[src/opdec_pkg.sv]
// Constants, types and field layouts for the operand field decoder.
package opdec_pkg;

   ////////////////////////////////////////////////////////////////////////////////
   // Basic widths.
   typedef logic [15:0] iword_t;
   typedef logic [20:0] paddr_t;
   typedef logic [11:0] faddr_t;
   typedef logic [7:0] byte_t;
   typedef logic [3:0] bank_t;

   ////////////////////////////////////////////////////////////////////////////////
   // Register map, byte addresses on the bus.
   localparam logic [7:0] ADR_WACC = 8'h00;
   localparam logic [7:0] ADR_BANK = 8'h04;
   localparam logic [7:0] ADR_TPTR = 8'h08;
   localparam logic [7:0] ADR_TLAT = 8'h0C;
   localparam logic [7:0] ADR_FLAGS = 8'h10;
   localparam logic [7:0] ADR_IPTR0 = 8'h14;
   localparam logic [7:0] ADR_IPTR1 = 8'h18;
   localparam logic [7:0] ADR_IPTR2 = 8'h1C;
   localparam logic [7:0] ADR_IPTR3 = 8'h20;
   localparam logic [7:0] ADR_DEC = 8'h24;

   ////////////////////////////////////////////////////////////////////////////////
   // Reset values.
   localparam byte_t RST_WACC = 8'h00;
   localparam bank_t RST_BANK = 4'h0;
   localparam paddr_t RST_TPTR = 21'h000000;
   localparam byte_t RST_TLAT = 8'h00;
   localparam logic [4:0] RST_FLAGS = 5'h00;

   ////////////////////////////////////////////////////////////////////////////////
   // Fixed access region and field positions.
   localparam byte_t ACCESS_SPLIT = 8'h60;
   localparam bank_t ACCESS_LOW_BANK = 4'h0;
   localparam bank_t ACCESS_HIGH_BANK = 4'hF;
   localparam int F_DEST = 9;
   localparam int F_ACC = 8;
   localparam int F_FAST_CALL = 8;
   localparam int F_FAST_RET = 0;
   localparam int F_TBL_WR = 2;
   localparam int INDEX_PTR = 2;
   localparam logic [3:0] SECOND_NIBBLE = 4'hF;
   localparam paddr_t PC_STEP = 21'h000002;
   localparam int OSC_PER_CYCLE = 4;

   ////////////////////////////////////////////////////////////////////////////////
   // Opcode patterns and masks; masked-out bits are don't care.
   localparam iword_t P_MOVFF = 16'hC000;
   localparam iword_t M_MOVFF = 16'hF000;
   localparam iword_t P_LFSR = 16'hEE00;
   localparam iword_t M_LFSR = 16'hFFC0;
   localparam iword_t P_MOVSF = 16'hEB00;
   localparam iword_t P_MOVSS = 16'hEB80;
   localparam iword_t M_MOVS = 16'hFF80;
   localparam iword_t P_GOTO = 16'hEF00;
   localparam iword_t M_GOTO = 16'hFF00;
   localparam iword_t P_CALL = 16'hEC00;
   localparam iword_t M_CALL = 16'hFE00;
   localparam iword_t P_RET = 16'h0012;
   localparam iword_t M_RET = 16'hFFFE;
   localparam iword_t P_BRA = 16'hD000;
   localparam iword_t M_BRA = 16'hF800;
   localparam iword_t P_BCOND = 16'hE000;
   localparam iword_t M_BCOND = 16'hF800;
   localparam iword_t P_TBL = 16'h0008;
   localparam iword_t M_TBL = 16'hFFF8;
   localparam iword_t P_LIT = 16'h0800;
   localparam iword_t M_LIT = 16'hF800;
   localparam iword_t P_BIT = 16'h8000;
   localparam iword_t M_BIT = 16'hC000;
   localparam iword_t P_BTG = 16'h7000;
   localparam iword_t M_BTG = 16'hF000;

   ////////////////////////////////////////////////////////////////////////////////
   // Enumerations.
   typedef enum logic [1:0] {
      TM_NONE = 2'h0, TM_POST_INC = 2'h1, TM_POST_DEC = 2'h2, TM_PRE_INC = 2'h3
   } table_pointer_mode_t;
   typedef enum logic [3:0] {
      K_NOP = 4'h0, K_BYTE = 4'h1, K_BIT = 4'h2, K_LIT = 4'h3, K_MOVE = 4'h4,
      K_PTRLOAD = 4'h5, K_REL = 4'h6, K_ABS = 4'h7, K_CALL = 4'h8, K_RET = 4'h9,
      K_TABLE = 4'hA, K_IDX = 4'hB, K_CTRL = 4'hC
   } kind_t;
   typedef enum logic [3:0] {Q1 = 4'h1, Q2 = 4'h2, Q3 = 4'h4, Q4 = 4'h8} phase_t;

   ////////////////////////////////////////////////////////////////////////////////
   // Carriers.
   typedef struct packed {
      logic neg;
      logic overflow_flag;
      logic zero;
      logic digit_carry_flag;
      logic carry;
   } flags_t;
   typedef struct packed {
      kind_t kind;
      faddr_t file_addr;
      faddr_t dst_addr;
      logic dest_file;
      logic acc_bank;
      byte_t bit_mask;
      logic [19:0] lit;
      logic [1:0] ptr_sel;
      paddr_t target;
      logic fast;
      table_pointer_mode_t table_pointer_mode;
      logic [6:0] indexed_source_offset;
      logic [6:0] indexed_destination_offset;
   } dec_t;
   typedef struct packed {
      logic cyc;
      logic stb;
      logic we;
      logic [7:0] adr;
      logic [3:0] sel;
      logic [31:0] dat;
   } wb_req_t;
   typedef struct packed {
      logic stb;
      logic we;
      paddr_t addr;
      byte_t wdata;
   } tbl_req_t;
   typedef struct packed {
      byte_t wacc;
      flags_t flags;
      bank_t bank;
   } shadow_t;

endpackage

[src/shadow_store.sv]
`timescale 1ns/1ps
// Shadow copies of the core registers used by fast call and return.
module shadow_store
(
   // Clock and reset.
   input logic clk_i,
   input logic rst_i,
   // Save request and values.
   input logic save_i,
   input opdec_pkg::shadow_t data_i,
   output opdec_pkg::shadow_t data_o
);
   import opdec_pkg::*;

   typedef struct packed {
      shadow_t copy;
   } sstate_t;

   sstate_t s_q;
   sstate_t s_d;

   ////////////////////////////////////////////////////////////////////////////////
   // capture on fast call.
   always_comb
   begin
      s_d = s_q;
      if (save_i)
      begin
         s_d.copy = data_i;
      end
   end

   always_ff @(posedge clk_i)
   begin
      if (rst_i)
      begin
         s_q <= '0;
      end
      else
      begin
         s_q <= s_d;
      end
   end

   assign data_o = s_q.copy;
endmodule

[src/operand_field_decoder.sv]
// Decided for this implementation: the register addresses and the Wishbone register port.
`timescale 1ns/1ps
// Operand field decoder with core registers and a Wishbone register slave.
// What this block does
// - Access bit 0 addresses the fixed access region, ignoring the bank register.
// - Access bit 1 takes the operand bank from the bank register.
// - Bit index field picks one bit, 0 to 7, of the 8-bit register.
// - Destination bit 0 sends results to the accumulator, 1 to the register.
// - Short file field is an 8-bit address or a 2-bit pointer selector.
// - Memory move carries full 12-bit source and destination addresses, no banking.
// - Literals decode as 8, 12 or 20 bits by instruction.
// - Branch field is signed displacement for relative, absolute for call and goto.
// - Fast bit 1 saves shadows on call and restores them on return.
// - Table accesses keep, post-increment, post-decrement or pre-increment the pointer.
// - The 21-bit table pointer addresses program memory through the 8-bit latch.
// - Indexed source uses a 7-bit offset added to the indirect pointer.
// - Indexed destination uses its own 7-bit offset on the indirect pointer.
// - Don't-care instruction bits never change decoding; tools emit them as 0.
// - Five status flags are kept: carry, digit carry, zero, overflow, negative.
// - A lone second word, leading four ones, decodes as no operation.
// - One instruction cycle spans four clock phases; one word taken per cycle.
module operand_field_decoder
(
   // Clock and reset.
   input logic clk_i,
   input logic rst_i,
   // Instruction fetch path.
   input logic iw_valid_i,
   input opdec_pkg::iword_t iw_i,
   input opdec_pkg::paddr_t pc_i,
   output logic iw_ready_o,
   // Datapath results.
   input logic result_valid_i,
   input opdec_pkg::byte_t result_i,
   input logic flags_we_i,
   input opdec_pkg::flags_t flags_i,
   // Table transfers.
   input logic tbl_rvalid_i,
   input opdec_pkg::byte_t tbl_rdata_i,
   output opdec_pkg::tbl_req_t tbl_o,
   // Decoded operands and core registers.
   output opdec_pkg::dec_t dec_o,
   output logic dec_valid_o,
   output opdec_pkg::byte_t working_accumulator_o,
   output opdec_pkg::bank_t bank_select_reg_o,
   output opdec_pkg::paddr_t table_pointer_o,
   output opdec_pkg::byte_t table_latch_o,
   output opdec_pkg::flags_t flags_o,
   // Wishbone slave.
   input opdec_pkg::wb_req_t wb_i,
   output logic [31:0] wb_dat_o,
   output logic wb_ack_o
);
   import opdec_pkg::*;
   typedef struct packed {
      phase_t phase;
      logic rdy;
      logic pend;
      iword_t first;
      byte_t wacc;
      bank_t bank;
      paddr_t tptr;
      byte_t tlat;
      flags_t flags;
      faddr_t [3:0] iptr;
      dec_t dec;
      logic dec_valid;
      tbl_req_t tbl;
      logic [31:0] wb_dat;
      logic ack;
   } state_t;
   state_t s_q;
   state_t s_d;
   shadow_t shadow;
   logic save;
   logic take;
   ////////////////////////////////////////////////////////////////////////////////
   // Helpers.
   function automatic logic match(iword_t w, iword_t p, iword_t m);
      return (w & m) == p;
   endfunction
   function automatic faddr_t bank_addr(logic acc, byte_t f, bank_t bank);
      faddr_t r;
      r = {bank, f};
      if (!acc)
         r = (f < ACCESS_SPLIT) ? {ACCESS_LOW_BANK, f} : {ACCESS_HIGH_BANK, f};
      return r;
   endfunction
   function automatic logic [31:0] merge(logic [31:0] old, logic [31:0] dat, logic [3:0] sel);
      logic [31:0] r;
      r = old;
      for (int i = 0; i < 4; i++)
         if (sel[i])
            r[i*8 +: 8] = dat[i*8 +: 8];
      return r;
   endfunction
   shadow_store u_shadow
   (
      .clk_i(clk_i),
      .rst_i(rst_i),
      .save_i(save),
      .data_i({s_q.wacc, s_q.flags, s_q.bank}),
      .data_o(shadow)
   );
   ////////////////////////////////////////////////////////////////////////////////
   // Next-state logic.
   always_comb
   begin
      logic [31:0] rd;
      logic [31:0] wv;
      logic [7:0] ioff;
      dec_t dw;
      s_d = s_q;
      rd = '0;
      wv = '0;
      ioff = wb_i.adr - ADR_IPTR0;
      dw = '0;
      save = 1'b0;
      take = s_q.rdy && iw_valid_i;
      case (s_q.phase)
         Q1: s_d.phase = Q2;
         Q2: s_d.phase = Q3;
         Q3: s_d.phase = Q4;
         Q4: s_d.phase = Q1;
         default: s_d.phase = Q1;
      endcase
      s_d.rdy = (s_d.phase == Q1);
      s_d.dec_valid = 1'b0;
      s_d.tbl.stb = 1'b0;
      s_d.ack = 1'b0;
      // Register bus: one-cycle answer, unmapped reads as zero.
      case (wb_i.adr)
         ADR_WACC: rd = {24'h000000, s_q.wacc};
         ADR_BANK: rd = {28'h0000000, s_q.bank};
         ADR_TPTR: rd = {11'h000, s_q.tptr};
         ADR_TLAT: rd = {24'h000000, s_q.tlat};
         ADR_FLAGS: rd = {27'h0000000, s_q.flags};
         ADR_IPTR0, ADR_IPTR1, ADR_IPTR2, ADR_IPTR3: rd = {20'h00000, s_q.iptr[ioff[3:2]]};
         ADR_DEC: rd = {4'h0, s_q.dec.kind, s_q.dec.bit_mask, s_q.dec.file_addr, 3'h0, s_q.pend};
         default: rd = '0;
      endcase
      wv = merge(rd, wb_i.dat, wb_i.sel);
      if (wb_i.cyc && wb_i.stb && !s_q.ack)
      begin
         s_d.ack = 1'b1;
         s_d.wb_dat = wb_i.we ? '0 : rd;
         if (wb_i.we)
            case (wb_i.adr)
               ADR_WACC: s_d.wacc = wv[7:0];
               ADR_BANK: s_d.bank = wv[3:0];
               ADR_TPTR: s_d.tptr = wv[20:0];
               ADR_TLAT: s_d.tlat = wv[7:0];
               ADR_FLAGS: s_d.flags = wv[4:0];
               ADR_IPTR0, ADR_IPTR1, ADR_IPTR2, ADR_IPTR3: s_d.iptr[ioff[3:2]] = wv[11:0];
               default: s_d.wb_dat = '0;
            endcase
      end
      // Instruction word decode.
      if (take)
      begin
         s_d.dec_valid = 1'b1;
         s_d.pend = 1'b0;
         if (s_q.pend && iw_i[15:12] == SECOND_NIBBLE)
         begin
            if (match(s_q.first, P_MOVFF, M_MOVFF))
            begin
               dw.kind = K_MOVE;
               dw.file_addr = s_q.first[11:0];
               dw.dst_addr = iw_i[11:0];
            end
            else if (match(s_q.first, P_LFSR, M_LFSR))
            begin
               dw.kind = K_PTRLOAD;
               dw.ptr_sel = s_q.first[5:4];
               dw.lit = {8'h00, s_q.first[3:0], iw_i[7:0]};
               s_d.iptr[dw.ptr_sel] = dw.lit[11:0];
            end
            else if (match(s_q.first, P_MOVSF, M_MOVS))
            begin
               dw.kind = K_IDX;
               dw.indexed_source_offset = s_q.first[6:0];
               dw.file_addr = s_q.iptr[INDEX_PTR] + {5'h00, s_q.first[6:0]};
               dw.dst_addr = iw_i[11:0];
            end
            else if (match(s_q.first, P_MOVSS, M_MOVS))
            begin
               dw.kind = K_IDX;
               dw.indexed_source_offset = s_q.first[6:0];
               dw.indexed_destination_offset = iw_i[6:0];
               dw.file_addr = s_q.iptr[INDEX_PTR] + {5'h00, s_q.first[6:0]};
               dw.dst_addr = s_q.iptr[INDEX_PTR] + {5'h00, iw_i[6:0]};
            end
            else
            begin
               dw.kind = match(s_q.first, P_CALL, M_CALL) ? K_CALL : K_ABS;
               dw.lit = {iw_i[11:0], s_q.first[7:0]};
               dw.target = {dw.lit, 1'b0};
               dw.fast = (dw.kind == K_CALL) && s_q.first[F_FAST_CALL];
               save = dw.fast;
            end
         end
         else if (iw_i[15:12] == SECOND_NIBBLE)
            dw.kind = K_NOP;
         else if (match(iw_i, P_MOVFF, M_MOVFF) || match(iw_i, P_LFSR, M_LFSR)
                  || match(iw_i, P_MOVSF, M_MOVS) || match(iw_i, P_MOVSS, M_MOVS)
                  || match(iw_i, P_GOTO, M_GOTO) || match(iw_i, P_CALL, M_CALL))
         begin
            s_d.pend = 1'b1;
            s_d.first = iw_i;
            s_d.dec_valid = 1'b0;
         end
         else if (match(iw_i, P_BIT, M_BIT) || match(iw_i, P_BTG, M_BTG))
         begin
            dw.kind = K_BIT;
            dw.acc_bank = iw_i[F_ACC];
            dw.file_addr = bank_addr(iw_i[F_ACC], iw_i[7:0], s_q.bank);
            dw.bit_mask = 8'h01 << iw_i[11:9];
         end
         else if (match(iw_i, P_BRA, M_BRA))
         begin
            dw.kind = K_REL;
            dw.target = pc_i + PC_STEP + {{9{iw_i[10]}}, iw_i[10:0], 1'b0};
         end
         else if (match(iw_i, P_BCOND, M_BCOND))
         begin
            dw.kind = K_REL;
            dw.target = pc_i + PC_STEP + {{12{iw_i[7]}}, iw_i[7:0], 1'b0};
         end
         else if (match(iw_i, P_LIT, M_LIT))
         begin
            dw.kind = K_LIT;
            dw.lit = {12'h000, iw_i[7:0]};
         end
         else if (match(iw_i, P_RET, M_RET))
         begin
            dw.kind = K_RET;
            dw.fast = iw_i[F_FAST_RET];
            if (dw.fast)
            begin
               s_d.wacc = shadow.wacc;
               s_d.flags = shadow.flags;
               s_d.bank = shadow.bank;
            end
         end
         else if (match(iw_i, P_TBL, M_TBL))
         begin
            dw.kind = K_TABLE;
            dw.table_pointer_mode = table_pointer_mode_t'(iw_i[1:0]);
            s_d.tbl.stb = 1'b1;
            s_d.tbl.we = iw_i[F_TBL_WR];
            s_d.tbl.wdata = s_q.tlat;
            s_d.tbl.addr = s_q.tptr;
            case (dw.table_pointer_mode)
               TM_POST_INC: s_d.tptr = s_q.tptr + 21'h000001;
               TM_POST_DEC: s_d.tptr = s_q.tptr - 21'h000001;
               TM_PRE_INC:
               begin
                  s_d.tptr = s_q.tptr + 21'h000001;
                  s_d.tbl.addr = s_d.tptr;
               end
               default: s_d.tptr = s_q.tptr;
            endcase
         end
         else if (iw_i[15:12] != 4'h0 || (iw_i[11] == 1'b0 && iw_i[10:9] != 2'h0))
         begin
            dw.kind = K_BYTE;
            dw.dest_file = iw_i[F_DEST];
            dw.acc_bank = iw_i[F_ACC];
            dw.file_addr = bank_addr(iw_i[F_ACC], iw_i[7:0], s_q.bank);
         end
         else
            dw.kind = K_CTRL;
         s_d.dec = dw;
      end
      if (tbl_rvalid_i)
         s_d.tlat = tbl_rdata_i;
      if (result_valid_i && !s_q.dec.dest_file)
         s_d.wacc = result_i;
      if (flags_we_i)
         s_d.flags = flags_i;
   end
   always_ff @(posedge clk_i)
   begin
      if (rst_i)
      begin
         s_q <= '0;
         s_q.phase <= Q1;
         s_q.rdy <= 1'b1;
         s_q.wacc <= RST_WACC;
         s_q.bank <= RST_BANK;
         s_q.tptr <= RST_TPTR;
         s_q.tlat <= RST_TLAT;
         s_q.flags <= RST_FLAGS;
      end
      else
         s_q <= s_d;
   end
   assign iw_ready_o = s_q.rdy;
   assign tbl_o = s_q.tbl;
   assign dec_o = s_q.dec;
   assign dec_valid_o = s_q.dec_valid;
   assign working_accumulator_o = s_q.wacc;
   assign bank_select_reg_o = s_q.bank;
   assign table_pointer_o = s_q.tptr;
   assign table_latch_o = s_q.tlat;
   assign flags_o = s_q.flags;
   assign wb_dat_o = s_q.wb_dat;
   assign wb_ack_o = s_q.ack;
endmodule

[config.mk]
export PLATFORM = sky130hd
export DESIGN_NAME = operand_field_decoder
export DESIGN_NICKNAME = d
export VERILOG_FILES = /design/src/opdec_pkg.sv /design/src/shadow_store.sv /design/src/operand_field_decoder.sv
export SDC_FILE = /design/constraint.sdc
export NUM_CORES = 1
export LEC_CHECK = 0
export BUFFER_PORTS_ARGS = -buffer_cell sky130_fd_sc_hd__buf_2
export CORE_UTILIZATION = 50
export CTS_BUF_LIST = sky130_fd_sc_hd__clkbuf_4 sky130_fd_sc_hd__clkbuf_8
export DETAILED_ROUTE_END_ITERATION = 6
export GPL_ROUTABILITY_DRIVEN = 0
export PLACE_DENSITY = 0.74
export REMOVE_ABC_BUFFERS = 1
export SYNTH_ARGS = -nofsm -noshare
export SYNTH_HDL_FRONTEND = slang
export SYNTH_SLANG_ARGS = --single-unit
[constraint.sdc]
create_clock -name clk_i -period 3.4 [get_ports clk_i]
set_clock_uncertainty 0.1 [all_clocks]
set_input_delay 0.68 -clock clk_i [delete_from_list [all_inputs] [get_ports clk_i]]
set_output_delay 0.68 -clock clk_i [all_outputs]
set_load 0.02 [all_outputs]
==> flow_summary.yaml <==
final_layout:
  nNetsFinal: 2526
  layout_commonest_cell: "buf_2"
  layout_common_cells: "buf_2, dfxtp_1, nor2_1, nand2_1, buf_4"
  drive_above_1_share_pct: 26.4
  multi_input_area_mm2: 0.00996
  ff_latch_area_mm2: 0.00585
  stdcell_count: 2862
  syn2layout_area_growth_pct: 12.8
  final_util_pct: 57.4
  fillers: 3192
min_path:
  min_to: "flags_o[1]"
  holdCritPathClass: "in2reg"
  worstHoldStart: "flags_i[1]"
  min_path_cells: 2
synth:
  syn_area_mm2: 0.0181
  synth_top_cell_by_area: "dfxtp_1"
  synth_seq_cells: 292
  synth_cell_types: 84
  syn_inst: 2209
  async_flop_share_pct: 0
  synthTopCellsByArea: "dfxtp_1, buf_4, mux2i_1"
  synth_top_area_share_pct: 32.3
  ys_seq_area_share_pct: 32.3
  synth-edff-count: 0
  syn_area_per_cell_um2: 8.19
  synthFlopType: "dfxtp_1"
  yosysWarnings: 0
critical_path:
  r2r_slack_ns: 0.59
  cpMaxStageDelayCell: "or2_2"
  end_kind: "flop"
  max_stage_delay_ns: 0.35
  crit_arrival_ns: 3.58
  worstRegToRegCells: 8
  crit_chain: "buf_2 > and4_1 > nand4_1 > or2_2 > inv_1 > nand3_1 > xnor2_2 > ha_1 > and3_1 > nand4_1 > a311o_1 > nand3_1 > a21oi_1 > mux2i_1 > a221oi_1 > nor2_1"
  worstPathRequired_ns: 3.82
  start_kind: "primary input"
  r2r_start: "table_pointer_o[4]"
  crit_path_max_fanout: 3
  crit_type: "in2reg"
  timing.rr.end: "table_pointer_o[9]"
global_route:
  grt_overflow_total: 0
  grt_first_pass_wirelength_um: 90800
  grt_usage_pct: 31.4
  antenna_found_initial: 1
  grt_pass1_vias: 16500
  grt_max_degree: 96
timing:
  rsz0062_at_grt: "no"
  fmax_mhz: 317
  post-route-period-util_pct: 92.9
  hold_viol_final: 0
  finalSetupViolCount: 0
  fin_crit_ns: 3.16
  slew_headroom_pct: 45.0
  drv_slew: 0
  tightestPinTransition_ns: 0.820
placed_design:
  dp_cells: 2769
  place.port_buffers: 304
  hpwl_um: 42700
outcome:
  violations: "DRC"
  status: "complete, but fails checks"
die:
  coreArea_mm2: 0.0356
  start_util_pct: 50.9
  fp-row-count: 69
  die_w_um: 192
  io_pins: 321
  die_y_um: 192
  die_area_mm2: 0.0370
routing:
  drt-initial-drc-count: 1960
  vias: 17600
  detail_route.vias_per_cell: 6.14
  antenna_left: 0
  drt_first_pass_iters: 7
  wl_per_cell_um: 20.8
  drc_errors: 7
  wl_um: 59600
clock_tree:
  cts_sinks: 292
  post_cts_buffers: 0
  clkTransAtPathRegs_ns: 0.06
  clockRootBuffer: "clkbuf_8"
  clockBufferDepth: 3
  numCtsBuffers: 51
  clk_latency_ns: 0.65
  cts_tree: "built"
  cts_max_level: 2
power:
  p_seq_share_pct: 42.9
  swShare_pct: 29.7
  p_switching_w: 0.00247
  power.share.clock_pct: 41.2
  comb_power_share_pct: 15.9
  p_leak_nw: 8.87
  powerDensity_mw_per_mm2: 408
  power.internal_w: 0.00585
  p_total_w: 0.00832
  peakVddDrop_mv: 0.256
job:
  maxCapViolations: 0
==> cell usage after synthesis (12+ instances only) <==
library cell and instances:
a211oi_1 76, a21o_1 16, a21oi_1 142, a221oi_1 16, a222oi_1 13, a22o_1 12
a22oi_1 76, a31oi_1 19, and3_1 23, buf_1 13, buf_2 13, buf_4 209
clkbuf_1 135, dfxtp_1 292, ha_1 51, inv_1 38, mux2_2 24, mux2i_1 100
mux4_2 12, nand2_1 160, nand2b_1 19, nand3_1 81, nand4_1 26, nor2_1 238
nor3_1 40, nor4_1 12, o21ai_0 81, or3_1 13, xnor2_1 49, xor2_1 36
==> worst max-delay path: cells and delay by family <==
kind / cells / cell delay [ns]
AND/OR/NAND/NOR: 8 / 1.42
AO/OA/AOI/OAI: 3 / 0.68
adder cells (fa/ha/maj): 1 / 0.32
XOR/XNOR: 1 / 0.18
buffers and inverters: 2 / 0.17
multiplexers: 1 / 0.13
==> worst max-delay path by stage <==
stage                     from                  to
global route           pc_i[4]           dec_o[35]
detailed placement     pc_i[1]           dec_o[37]
finish                 pc_i[4]           dec_o[36]
CTS                    pc_i[1]           dec_o[37]
global placement       pc_i[4]           dec_o[36]
floorplan           iw_valid_i  table_pointer_o[0]
==> cells by family (layout without fill, tap and decap cells) <==
kind of cell             Yosys count  count (layout)  synth area share [%]
XOR/XNOR                          85              85                  4.11
adder cells (fa/ha/maj)           54              54                  3.86
buffers and inverters            410             598                  13.0
AO/OA/AOI/OAI                    552             552                  20.6
flip-flops                       292             292                  32.3
multiplexers                     137             137                  8.60
AND/OR/NAND/NOR                  678             678                  17.5
other                              1               5                0.0207
==> registers in the layout, indices dropped and copies added, names as in the netlist <==
name	count
bank_select_reg_o	4
u_shadow.data_o	17
wb_dat_o	28
iw_ready_o	1
table_latch_o	8
dec_o	98
tbl_o	31
flags_o	5
table_pointer_o	21
dec_valid_o	1
wb_ack_o	1
working_accumulator_o	8
s_q	69
==> metal layers <==
metal	vias up	GRT usage, %	share of wire, %
met5	-	0	0
met4	0	13.9	4.0
met3	163	7.58	11
met2	967	50.0	45
met1	8387	40.1	40
li1	8062	-	-
==> area by class of cell <==
| class | instances | area share (%) |
|---|---|---|
| Inverter | 39 | 0.717 |
| Tap cell | 461 | 2.83 |
| Clock inverter | 13 | 0.442 |
| Antenna cell | 1 | 0.0123 |
| Timing Repair Buffer | 467 | 13.7 |
| Clock buffer | 79 | 4.81 |
| Sequential cell | 292 | 28.7 |
| Multi-Input combinational cell | 1510 | 48.8 |
==> timing repair <==
| item | in CTS | in global routing |
|---|---|---|
| setup endpoints to repair | 0 | 3 |
| hold buffers | 0 | 0 |
| resized for setup | 0 | 4 |
==> power groups by stage <==
| stage | logic [W] | registers (W) | clock network (W) |
|---|---|---|---|
| 3_5_place_dp | 0.00129 | 0.00364 | 0 |
| 5_1_grt | 0.00142 | 0.00357 | 0.00362 |
| 4_1_cts | 0.00129 | 0.00357 | 0.00345 |
| 2_1_floorplan | 0.000596 | 0.00368 | 0 |
| 3_3_place_gp | 0.00126 | 0.00364 | 0 |
| 6_report | 0.00132 | 0.00357 | 0.00343 |
==> through the flow <==
stage          setup TNS (ns)  instance area, um2  hold slack, ns  setup slack [ns]
6_report                    0               20400           0.164             0.241
5_1_grt                     0               20400           0.147            0.0246
4_1_cts                     0               20400           0.140             0.188
3_5_place_dp            -2.28               19300           0.343            -0.445
3_3_place_gp            -1.47               19300           0.329            -0.289
2_1_floorplan          -97.19               15900           0.315             -1.88
(Power assumes the default switching activity.)
